File: src/shared/rro_pkg.sv
// Shared constants, types and decode for the return and rotate executor
package rro_pkg;

    // Widths and sizes
    localparam int PC_W = 21;
    localparam int STACK_DEPTH = 31;
    localparam int ADDR_W = 12;
    localparam int BANK_W = 4;
    localparam int DATA_W = 8;

    // Opcode patterns
    localparam logic [15:0] OP_INT_RETURN = 16'h0010;
    localparam logic [15:0] OP_SUB_RETURN = 16'h0012;
    localparam logic [15:0] RET_S_MASK = 16'hfffe;
    localparam logic [7:0] OP_LIT_RETURN_HI = 8'h0c;
    localparam logic [5:0] OP_ROT_CARRY_HI = 6'h0d;
    localparam logic [5:0] OP_ROT_NOCARRY_HI = 6'h11;

    // Operand field positions
    localparam int S_BIT = 0;
    localparam int A_BIT = 8;
    localparam int D_BIT = 9;
    localparam int MSB = DATA_W - 1;

    // Addressing
    localparam logic [7:0] INDEXED_LIMIT = 8'h5f;
    localparam logic [3:0] ACCESS_LOW_BANK = 4'h0;
    localparam logic [3:0] ACCESS_HIGH_BANK = 4'hf;

    // Reset values
    localparam logic [7:0] ACCUM_RESET = 8'h00;
    localparam logic [3:0] BANK_RESET = 4'h0;
    localparam logic [PC_W-1:0] PC_RESET = 21'h000000;

    typedef enum logic [2:0] {
        K_NONE, K_INT_RETURN, K_SUB_RETURN, K_LIT_RETURN,
        K_ROT_CARRY, K_ROT_NOCARRY
    } rro_kind_t;

    typedef enum logic [1:0] {PH_Q1, PH_Q2, PH_Q3, PH_Q4} rro_phase_t;

    typedef enum logic [1:0] {ST_IDLE, ST_EXEC, ST_STALL} rro_state_t;

    typedef struct packed {
        logic n;
        logic ov;
        logic z;
        logic dc;
        logic c;
    } rro_flags_t;

    localparam rro_flags_t FLAGS_RESET = 5'h00;

    typedef struct packed {
        logic [7:0] accum;
        rro_flags_t flags;
        logic [3:0] bank;
    } rro_shadow_t;

    typedef struct packed {
        logic [ADDR_W-1:0] addr;
        logic [7:0] wdata;
        logic rd;
        logic wr;
    } rro_mem_req_t;

    localparam rro_mem_req_t MEM_REQ_RESET = 22'h000000;

    function automatic rro_kind_t rro_decode(input logic [15:0] op);
        if ((op & RET_S_MASK) == OP_INT_RETURN) return K_INT_RETURN;
        if ((op & RET_S_MASK) == OP_SUB_RETURN) return K_SUB_RETURN;
        if (op[15:8] == OP_LIT_RETURN_HI) return K_LIT_RETURN;
        if (op[15:10] == OP_ROT_CARRY_HI) return K_ROT_CARRY;
        if (op[15:10] == OP_ROT_NOCARRY_HI) return K_ROT_NOCARRY;
        return K_NONE;
    endfunction : rro_decode

endpackage : rro_pkg

File: src/design/rro_ret_stack.sv
// Return address stack held in flip-flops
`timescale 1ns/1ns
`default_nettype none

module rro_ret_stack
    import rro_pkg::*;
#(
    parameter int WIDTH = PC_W,
    parameter int DEPTH = STACK_DEPTH
) (
    // Clock and reset
    input wire logic clk,
    input wire logic reset_n,
    // Push from call logic
    input wire logic push,
    input wire logic [WIDTH-1:0] push_data,
    // Pop from return logic
    input wire logic pop,
    output logic [WIDTH-1:0] top,
    output logic empty
);

    localparam int PW = $clog2(DEPTH + 1);

    logic [WIDTH-1:0] entry_reg [DEPTH];
    logic [PW-1:0] depth_reg;
    logic full;
    logic do_push;
    logic do_pop;

    assign empty = (depth_reg == '0);
    assign full = (depth_reg == PW'(DEPTH));
    assign do_pop = pop && !empty;
    // A full stack drops a push rather than wrapping, except one that comes with a pop in the same cycle
    assign do_push = push && (!full || do_pop);
    // Popping exposes the entry pushed before, so nesting unwinds in order
    assign top = empty ? '0 : entry_reg[depth_reg - PW'(1)];

    always_ff @(posedge clk) begin
        if (!reset_n) begin
            depth_reg <= '0;
        end else if (do_push && !do_pop) begin
            depth_reg <= depth_reg + PW'(1);
        end else if (do_pop && !do_push) begin
            depth_reg <= depth_reg - PW'(1);
        end
    end

    always_ff @(posedge clk) begin
        if (do_push && do_pop) begin
            entry_reg[depth_reg - PW'(1)] <= push_data;
        end else if (do_push) begin
            entry_reg[depth_reg] <= push_data;
        end
    end

endmodule : rro_ret_stack

`default_nettype wire

File: src/design/rro_core.sv
// Executor for the return and rotate-left instructions
`timescale 1ns/1ns
`default_nettype none

// Notes on behaviour
// - The interrupt return pops the stack into the PC and takes two instruction cycles, the second idle.
// - The interrupt return sets the high or the low priority enable at the end of its first cycle, with the pop.
// - With s set the interrupt return reloads accumulator, flags and bank select from shadows, otherwise not.
// - The literal return writes its 8-bit literal to the accumulator and pops the PC, in two cycles.
// - No return touches the PC high and upper latches, and the literal return changes no flag.
// - The subroutine return pops the PC in two cycles, changes no interrupt enable and, with s clear, no flag.
// - With s set the subroutine return restores accumulator, flags and bank select from shadows.
// - Rotate left through carry shifts bits up, bit 7 goes to carry and the old carry to bit 0.
// - For rotates d at 0 writes the accumulator and d at 1 writes the file register back.
// - For rotates a at 0 picks the access bank and a at 1 picks the bank from bank select.
// - With a at 0 and the extended set on, a file address up to 95 is offset from the index pointer.
// - Rotate through carry updates carry, negative and zero and runs decode, read, process, write.
// - Rotate without carry wraps bit 7 into bit 0, keeps carry and updates only negative and zero.
module rro_core
    import rro_pkg::*;
(
    // Clock and reset
    input wire logic clk,
    input wire logic reset_n,
    // Instruction stream
    input wire logic instr_valid,
    input wire logic [15:0] instr,
    output var logic instr_ready_reg,
    // Call side of the return stack
    input wire logic call_push,
    input wire logic [PC_W-1:0] call_addr,
    // Interrupt control
    input wire logic irq_priority_mode,
    input wire logic irq_entry_high,
    input wire logic irq_entry_low,
    output var logic high_priority_irq_enable_reg,
    output var logic low_priority_irq_enable_reg,
    // Shadow copies and addressing context
    input wire rro_shadow_t shadow,
    input wire logic extended_set_enable,
    input wire logic [ADDR_W-1:0] index_pointer,
    // Data memory
    output var rro_mem_req_t mem_req_reg,
    input wire logic [7:0] mem_rdata,
    // Core state
    output var logic [PC_W-1:0] pc_reg,
    output var logic [7:0] accum_reg,
    output var rro_flags_t flags_reg,
    output var logic [BANK_W-1:0] bank_select_reg
);

    ////////////////////////////////////////////////////////////////////////
    // Phase and sequencing

    rro_phase_t phase_reg;
    rro_state_t st_reg;
    rro_kind_t kind_reg;
    logic [15:0] ir_reg;
    logic [7:0] fdata_reg;
    logic [7:0] result_reg;
    logic take;
    logic commit;
    logic is_return;
    logic ret_commit;
    logic rot_commit;
    logic [PC_W-1:0] stack_top;
    logic stack_empty;

    assign take = (st_reg == ST_IDLE) && (phase_reg == PH_Q1) && instr_valid;
    assign commit = (st_reg == ST_EXEC) && (phase_reg == PH_Q4);
    assign is_return = (kind_reg == K_INT_RETURN) ||
                       (kind_reg == K_SUB_RETURN) ||
                       (kind_reg == K_LIT_RETURN);
    assign ret_commit = commit && is_return;
    assign rot_commit = commit &&
        ((kind_reg == K_ROT_CARRY) || (kind_reg == K_ROT_NOCARRY));

    always_ff @(posedge clk) begin
        if (!reset_n) begin
            phase_reg <= PH_Q1;
        end else begin
            case (phase_reg)
                PH_Q1: phase_reg <= PH_Q2;
                PH_Q2: phase_reg <= PH_Q3;
                PH_Q3: phase_reg <= PH_Q4;
                default: phase_reg <= PH_Q1;
            endcase
        end
    end

    // Returns hold the core for a second, idle instruction cycle
    always_ff @(posedge clk) begin
        if (!reset_n) begin
            st_reg <= ST_IDLE;
        end else begin
            case (st_reg)
                ST_IDLE: if (take) st_reg <= ST_EXEC;
                ST_EXEC: begin
                    if (commit) begin
                        st_reg <= is_return ? ST_STALL : ST_IDLE;
                    end
                end
                ST_STALL: if (phase_reg == PH_Q4) st_reg <= ST_IDLE;
                default: st_reg <= ST_IDLE;
            endcase
        end
    end

    always_ff @(posedge clk) begin
        if (!reset_n) begin
            instr_ready_reg <= 1'b1;
        end else if (phase_reg == PH_Q4) begin
            instr_ready_reg <= !ret_commit &&
                ((st_reg != ST_EXEC) || !is_return);
        end else begin
            instr_ready_reg <= 1'b0;
        end
    end

    always_ff @(posedge clk) begin
        if (!reset_n) begin
            ir_reg <= 16'h0000;
            kind_reg <= K_NONE;
        end else if (take) begin
            ir_reg <= instr;
            kind_reg <= rro_decode(instr);
        end
    end

    ////////////////////////////////////////////////////////////////////////
    // Rotate datapath: read in Q2, process in Q3, write in Q4

    function automatic logic [ADDR_W-1:0] file_addr(
        input logic [15:0] op, input logic [BANK_W-1:0] bank,
        input logic ext, input logic [ADDR_W-1:0] ptr);
        logic [7:0] f;
        f = op[7:0];
        if (op[A_BIT]) return {bank, f};
        if (ext && f <= INDEXED_LIMIT) begin
            return ADDR_W'(ptr + {4'h0, f});
        end
        if (f <= INDEXED_LIMIT) return {ACCESS_LOW_BANK, f};
        return {ACCESS_HIGH_BANK, f};
    endfunction : file_addr

    always_ff @(posedge clk) begin
        if (!reset_n) begin
            mem_req_reg <= MEM_REQ_RESET;
        end else if (take) begin
            mem_req_reg.rd <= (rro_decode(instr) == K_ROT_CARRY) ||
                              (rro_decode(instr) == K_ROT_NOCARRY);
            mem_req_reg.addr <= file_addr(instr, bank_select_reg,
                extended_set_enable, index_pointer);
        end else if (st_reg == ST_EXEC && phase_reg == PH_Q2) begin
            mem_req_reg.rd <= 1'b0;
        end else if (st_reg == ST_EXEC && phase_reg == PH_Q3) begin
            mem_req_reg.wr <= (kind_reg == K_ROT_CARRY ||
                kind_reg == K_ROT_NOCARRY) && ir_reg[D_BIT];
            mem_req_reg.wdata <= result_reg;
        end else if (commit) begin
            mem_req_reg.wr <= 1'b0;
        end
    end

    always_ff @(posedge clk) begin
        if (!reset_n) begin
            fdata_reg <= 8'h00;
        end else if (st_reg == ST_EXEC && phase_reg == PH_Q2) begin
            fdata_reg <= mem_rdata;
        end
    end

    // Result is combinational on fdata so it is ready at the Q3 edge
    always_comb begin
        if (kind_reg == K_ROT_CARRY) begin
            result_reg = {fdata_reg[MSB-1:0], flags_reg.c};
        end else begin
            result_reg = {fdata_reg[MSB-1:0], fdata_reg[MSB]};
        end
    end

    ////////////////////////////////////////////////////////////////////////
    // Return stack and program counter

    rro_ret_stack #(
        .WIDTH(PC_W),
        .DEPTH(STACK_DEPTH)
    ) u_stack (
        .clk(clk),
        .reset_n(reset_n),
        .push(call_push),
        .push_data(call_addr),
        .pop(ret_commit),
        .top(stack_top),
        .empty(stack_empty)
    );

    // Only the PC is loaded; the high and upper latches live elsewhere
    always_ff @(posedge clk) begin
        if (!reset_n) begin
            pc_reg <= PC_RESET;
        end else if (ret_commit) begin
            pc_reg <= stack_top;
        end
    end

    ////////////////////////////////////////////////////////////////////////
    // Accumulator, flags and bank select

    always_ff @(posedge clk) begin
        if (!reset_n) begin
            accum_reg <= ACCUM_RESET;
        end else if (ret_commit && kind_reg == K_LIT_RETURN) begin
            accum_reg <= ir_reg[7:0];
        end else if (ret_commit && ir_reg[S_BIT]) begin
            accum_reg <= shadow.accum;
        end else if (rot_commit && !ir_reg[D_BIT]) begin
            accum_reg <= result_reg;
        end
    end

    always_ff @(posedge clk) begin
        if (!reset_n) begin
            flags_reg <= FLAGS_RESET;
        end else if (ret_commit && kind_reg != K_LIT_RETURN &&
                     ir_reg[S_BIT]) begin
            flags_reg <= shadow.flags;
        end else if (rot_commit) begin
            flags_reg.n <= result_reg[MSB];
            flags_reg.z <= (result_reg == 8'h00);
            if (kind_reg == K_ROT_CARRY) begin
                flags_reg.c <= fdata_reg[MSB];
            end
        end
    end

    always_ff @(posedge clk) begin
        if (!reset_n) begin
            bank_select_reg <= BANK_RESET;
        end else if (ret_commit && kind_reg != K_LIT_RETURN &&
                     ir_reg[S_BIT]) begin
            bank_select_reg <= shadow.bank;
        end
    end

    ////////////////////////////////////////////////////////////////////////
    // Interrupt enables: entry clears, interrupt return sets, set wins

    logic set_high;
    logic set_low;

    always_comb begin
        set_high = 1'b0;
        set_low = 1'b0;
        if (ret_commit && kind_reg == K_INT_RETURN) begin
            // Without priorities the high bit is the global enable
            if (!irq_priority_mode || !high_priority_irq_enable_reg) begin
                set_high = 1'b1;
            end else begin
                set_low = 1'b1;
            end
        end
    end

    always_ff @(posedge clk) begin
        if (!reset_n) begin
            high_priority_irq_enable_reg <= 1'b0;
            low_priority_irq_enable_reg <= 1'b0;
        end else begin
            if (set_high) begin
                high_priority_irq_enable_reg <= 1'b1;
            end else if (irq_entry_high) begin
                high_priority_irq_enable_reg <= 1'b0;
            end
            if (set_low) begin
                low_priority_irq_enable_reg <= 1'b1;
            end else if (irq_entry_low) begin
                low_priority_irq_enable_reg <= 1'b0;
            end
        end
    end
endmodule : rro_core

`default_nettype wire

File: config.mk
export PLATFORM = sky130hd
export DESIGN_NAME = rro_core
export DESIGN_NICKNAME = d
export VERILOG_FILES = /design/src/shared/rro_pkg.sv /design/src/design/rro_ret_stack.sv /design/src/design/rro_core.sv
export SDC_FILE = /design/constraint.sdc
export NUM_CORES = 1
export LEC_CHECK = 0
export ABC_AREA = 0
export BUFFER_PORTS_ARGS = -buffer_cell sky130_fd_sc_hd__buf_2
export CAP_MARGIN = 20
export CORE_UTILIZATION = 61
export CTS_BUF_LIST = sky130_fd_sc_hd__clkbuf_16
export DETAILED_ROUTE_END_ITERATION = 8
export GPL_TIMING_DRIVEN = 0
export PLACE_DENSITY = 0.78
export SKIP_LAST_GASP = 1
export SYNTH_ARGS = -nofsm -noshare
export SYNTH_HDL_FRONTEND = slang
export SYNTH_HIERARCHICAL = 1
export SYNTH_SLANG_ARGS = --single-unit
File: constraint.sdc
create_clock -name clk -period 5.65 [get_ports clk]
set_input_delay 0.8475 -clock clk [delete_from_list [all_inputs] [get_ports clk]]
set_output_delay 0.8475 -clock clk [all_outputs]
set_load 0.01 [all_outputs]
Yosys cells after proc, flatten, opt, wreduce, memory -nomap -nowiden
Memories as Yosys holds them, arrays and structs flattened.
Index checks and enable logic that the tools add are counted.

storage, ports and cells
  register bits after elaboration = 93
  memory bits (writable) = 651
  input port bits = 82
  word-level logic and storage cells = 203
  memories = 1

memories
  memory             words  width  rd ports  clocked after memory_dff  write ports  RTL line             source
  u_stack.entry_reg  31     21     1         0                         1            rro_ret_stack.sv:25  logic [WIDTH-1:0] entry_reg [DEPTH];

operators by class
  add/subtract/negate cells = 3
  order comparisons = 1
  equal/unequal tests = 23
  multiplexer cells = 98
  bitwise operators = 2
  reduce and logical (&&, ||, !) cells = 54

operator list
  cell                                                                              number
  12-bit two-way mux                                                                6
  1-bit two-way mux                                                                 64
  21-bit two-way mux                                                                2
  3-bit two-way mux                                                                 14
  15-bit by 4-bit == test with 1-bit output, second input constant                  2
  8-bit two-way mux                                                                 3
  1-bit logical AND                                                                 21
  21-bit OR reduction                                                               1
  5-bit two-way mux                                                                 3
  2-bit nonzero test                                                                7
  12-bit by 8-bit adder with 12-bit output                                          1
  3-bit == test, second input constant                                              4
  2-bit case mux with 3 select lines                                                2
  1-bit zero test                                                                   9
  3-bit AND reduction                                                               3
  8-bit by 4-bit == test with 1-bit output, second input constant                   1
  8-bit by 7-bit less-or-equal comparator with 1-bit output, second input constant  1
  8-bit zero test                                                                   1
  2-bit two-way mux                                                                 4
  1-bit logical OR                                                                  7
  2-bit == test, second input constant                                              3
  3-bit by 2-bit == test with 1-bit output, second input constant                   2
  6-bit by 4-bit == test with 1-bit output, second input constant                   1
  6-bit by 5-bit == test with 1-bit output, second input constant                   1
  13 further kinds                                                                  18

Longest topological paths before layout
  word-level depth = 33
  gate-level depth with buffers = 16

Hierarchy
Netlist, hierarchy kept.

modules (own cells, without submodules)
  module         instances  cells each  area each (µm²)  seq. area each (µm²)
  rro_ret_stack  1          1177        25682.1          19648.8
  rro_core       1          496         4061.4           1741.7

Least setup slack after synthesis
OpenSTA, ideal clock, no wires.

  path kind = register -> register
  start = register u_stack.depth_reg[0]
  end = memory u_stack/entry_reg[4][0] (netlist name) (enable)
  data arrival time = 3.746 ns
  path slack = 1.505 ns
  stages on the path, launching flop included = 17
  period minus slack after synthesis = 4.145 ns
  cell sequence = dfxtp_1 -> buf_2 -> buf_2 -> inv_1 -> ha_1 -> buf_4 -> nor3b_1 -> nand2_1 -> nand2_1 -> a21boi_0 -> ha_1 -> clkbuf_1 -> nor4bb_1 -> a21oi_1 -> o32ai_1 -> nand2_1 -> nor2_1

between the ends
  longest elaborated chain between the ends = 10
  elaborated cells on any way between the ends = 17
  classes of those cells = add/sub (1); eq/ne (1); mux (7); reduce/logical (8)

RTL lines
  what                                                                     RTL line                                  source
  start: declaration                                                       rro_ret_stack.sv:26                       logic [PW-1:0] depth_reg;
  start signal: assignment                                                 rro_ret_stack.sv:43                       depth_reg <= depth_reg + PW'(1);
  start signal: assignment                                                 rro_ret_stack.sv:45                       depth_reg <= depth_reg - PW'(1);
  5-bit zero test                                                          rro_ret_stack.sv:31                       assign empty = (depth_reg == '0);
  1-bit zero test                                                          rro_ret_stack.sv:33                       assign do_pop = pop && !empty;
  1-bit logical AND                                                        rro_ret_stack.sv:33
  1-bit logical OR                                                         rro_ret_stack.sv:35                       assign do_push = push && (!full || do_pop);
  1-bit logical AND                                                        rro_ret_stack.sv:35
  1-bit two-way mux / 1-bit logical AND (equally long branches)            rro_ret_stack.sv:52, rro_ret_stack.sv:50
  1-bit two-way mux                                                        rro_ret_stack.sv:50                       if (do_push && do_pop) begin
  1-bit two-way mux (not written as such)                                  rro_ret_stack.sv:53                       entry_reg[depth_reg] <= push_data;
  21-bit OR reduction (no line)                                            n/a
  5-bit two-way mux (no line) / 1-bit two-way mux (equally long branches)  n/a
  end: declaration                                                         rro_ret_stack.sv:25

Several ways; a longest one is shown, not always the timed one.

Final worst setup path
  start = register u_stack.depth_reg[0]
  end = memory u_stack/entry_reg[16][3] (netlist name) (enable)

Same word-level chain as after synthesis.

==> metrics.txt <==
worst reg2reg path endpoint=u_stack/entry_reg[16][3]; htree depth=3; Worst R2R Path Depth=16; GRT Total Usage=28.86%; clock sinks=between 700 and 800; CTS buffer count=73; status=completed; CP Cell Sequence=buf_2, buf_2, inv_1, ha_1, buf_4, nor3b_1, nand2_1, nand2_1, a21boi_0, ha_1, clkbuf_1, nor4_4, xnor2_1, nand3_1, nor2_2, buf_8; slowest stage cell, crit path=nor2_2; Post-CTS Setup Inserts=0; Final Util=71.40%; post-DP HPWL=45850 µm; final clock skew=~0.024 ns; clk root buf=clkbuf_16; max reg flops=651; Hold Path Class=reg2reg; Via density=roughly 6.5; placed inst area=0.03203 mm²; post_cts resized=0; Synth Cell Area=0.02974 mm²; Final Hold Slack=0.4588 ns; worst reg2reg setup slack=0.46 ns; Worst Path Arrival=5.50 ns; dpl ws=0.7674 ns; # rows=80; pin count of the biggest net entering global routing=32; Hold Buf Count CTS=0; final hold viol count=0; core area=between 0.04 and 0.05 mm²; hold depth=2; die width=222.8 µm; TritonCTS clock tree=yes; Detailed Routing Iterations Pass 1=6; WHS Endpoint=mem_req_reg[7]; Slew HR=39.45%; area delta synth->final=15.11%; post-route cell area=0.03423 mm²; vias after detailed routing=between 15000 and 20000; Tmin final=5.189 ns; hold path start=mem_req_reg[7]; clk slew on worst S/H paths=0.06 ns; CP top delay family=simple AND/OR/NAND/NOR gates; initial antenna violation count=1; FF-to-FF Start=u_stack/depth_reg[0]; GRT overflow=0; delay of the slowest critical-path stage=0.78 ns; critical path class=reg2reg; setup tns final=0 ns; Leakage=~0.012 µW; first-pass GRT wire length=around 100000 µm; Fillers=2884; initial core utilization=between 60% and 70%; clk_lat worst skew=0.61 ns; DRC=0; PD cells=366.8 mW/mm²; nets=2027; Ports=around 150; die area=0.04964 mm²; vias in the first global route=17054; Fmax=just under 200 MHz; critical path capture point type=flip-flop; Setup Viol. Count Final=0; Routed WL per cell=26.98 µm; yosys warns=6; MaxCap Viol Count=0; Max rail drop VDD=0.0002604 V; Clock Tree Buf Depth=3; ant diodes=0; RSZ-0062 raised after global routing=false; Crit Path Max Fanout=12; DR iter-0 viols=1944; Syn Nets=approximately 1800; share of layout cells above drive strength 1=between 20% and 30%; ratio of final minimum period to clock period=91.83%; synthesized instance count=1672; GP Congestion=0.9411; setup ws final=0.4613 ns; I/O Buffers=144; ANT nets after route=0; startpoint types=flip-flop; syn_area_per_cell=17.79 µm²; Slew @ Worst Pin=0.9083 ns; crit path buf inv count=6; Final Max Tran Viols=0; critical path required time=5.96 ns; DRT Wirelength=70070 µm; Vert. Die Dim=222.8 µm
[cell type report]
type                    count  area, µm²  area share (%)
plain buffers              95      471.7           1.378
clock buffers              75       1877           5.482
clock inverters            56      315.3          0.9211
inverters                  22      85.08          0.2485
multi-input cells         812       7870           22.99
flip-flops and latches    743      21390           62.49
well taps                 615      769.5           2.248
repair buffers            179       1454           4.247
[cell usage in the layout, fill, tap and decap left out, types with 7 or more instances in the layout]
cell,n
edfxtp_1,651
buf_2,184
mux4_2,147
nand2_1,108
dfxtp_1,92
a21oi_1,91
mux2i_1,87
nor2_1,82
clkbuf_16,75
inv_1,38
clkbuf_1,36
nor2_2,32
a22o_1,29
a211oi_1,22
buf_16,19
ha_1,18
clkinv_1,17
o21ai_0,15
clkinv_2,15
a22oi_2,14
o221ai_2,14
buf_8,13
nand3_1,11
nor3_1,10
buf_4,10
buf_1,9
a31oi_1,9
xnor2_1,9
a22oi_1,9
and2_1,8
o221ai_1,8
o211ai_1,8
nor4_1,7
[through the flow]
step / total power (µW) / std cells
finish: 12560 / 2597
floorplan: 7499 / 1672
detailed placement: 8118 / 2465
CTS: 12590 / 2596
global placement: 8025 / 2431
global route: 12910 / 2597
[worst register-to-register path, stage by stage (launching register included)]
cell and delay [ns]:
dfxtp_1 0.32, buf_2 0.16, buf_2 0.21, inv_1 0.20
ha_1 0.22, buf_4 0.22, nor3b_1 0.56, nand2_1 0.17
nand2_1 0.18, a21boi_0 0.19, ha_1 0.28, clkbuf_1 0.26
nor4_4 0.30, xnor2_1 0.26, nand3_1 0.32, nor2_2 0.78
buf_8 0.26
[power breakdown]
group	switching [µW]	total [µW]	internal, µW
registers	57.4	6170	6110
logic	1140	1880	747
clock network	2010	4510	2500
total	3200	12600	9360
[routing by layer]
metal	vias to the layer above	part of all wire (%)	track usage (%)
li1	7214	-	-
met1	8527	38	38.00
met2	991	49	47.51
met3	209	8.3	5.567
met4	2	4.4	12.26
met5	-	0.010	0
[worst max path at each step]
stage / startpoint / to / slack, ns / cells after the start
after floorplan: u_stack/depth_reg[0] / u_stack/entry_reg[4][0] / 1.53 / 16
after global placement: u_stack/depth_reg[0] / u_stack/entry_reg[18][6] / 0.04 / 15
after detailed placement: u_stack/depth_reg[0] / u_stack/entry_reg[16][7] / 0.77 / 16
after CTS: u_stack/depth_reg[0] / u_stack/entry_reg[16][4] / 0.54 / 16
after global routing: u_stack/depth_reg[0] / u_stack/entry_reg[9][9] / 0.13 / 16
final: u_stack/depth_reg[0] / u_stack/entry_reg[16][3] / 0.46 / 16
No activity file was read; power rests on OpenSTA's default activity.
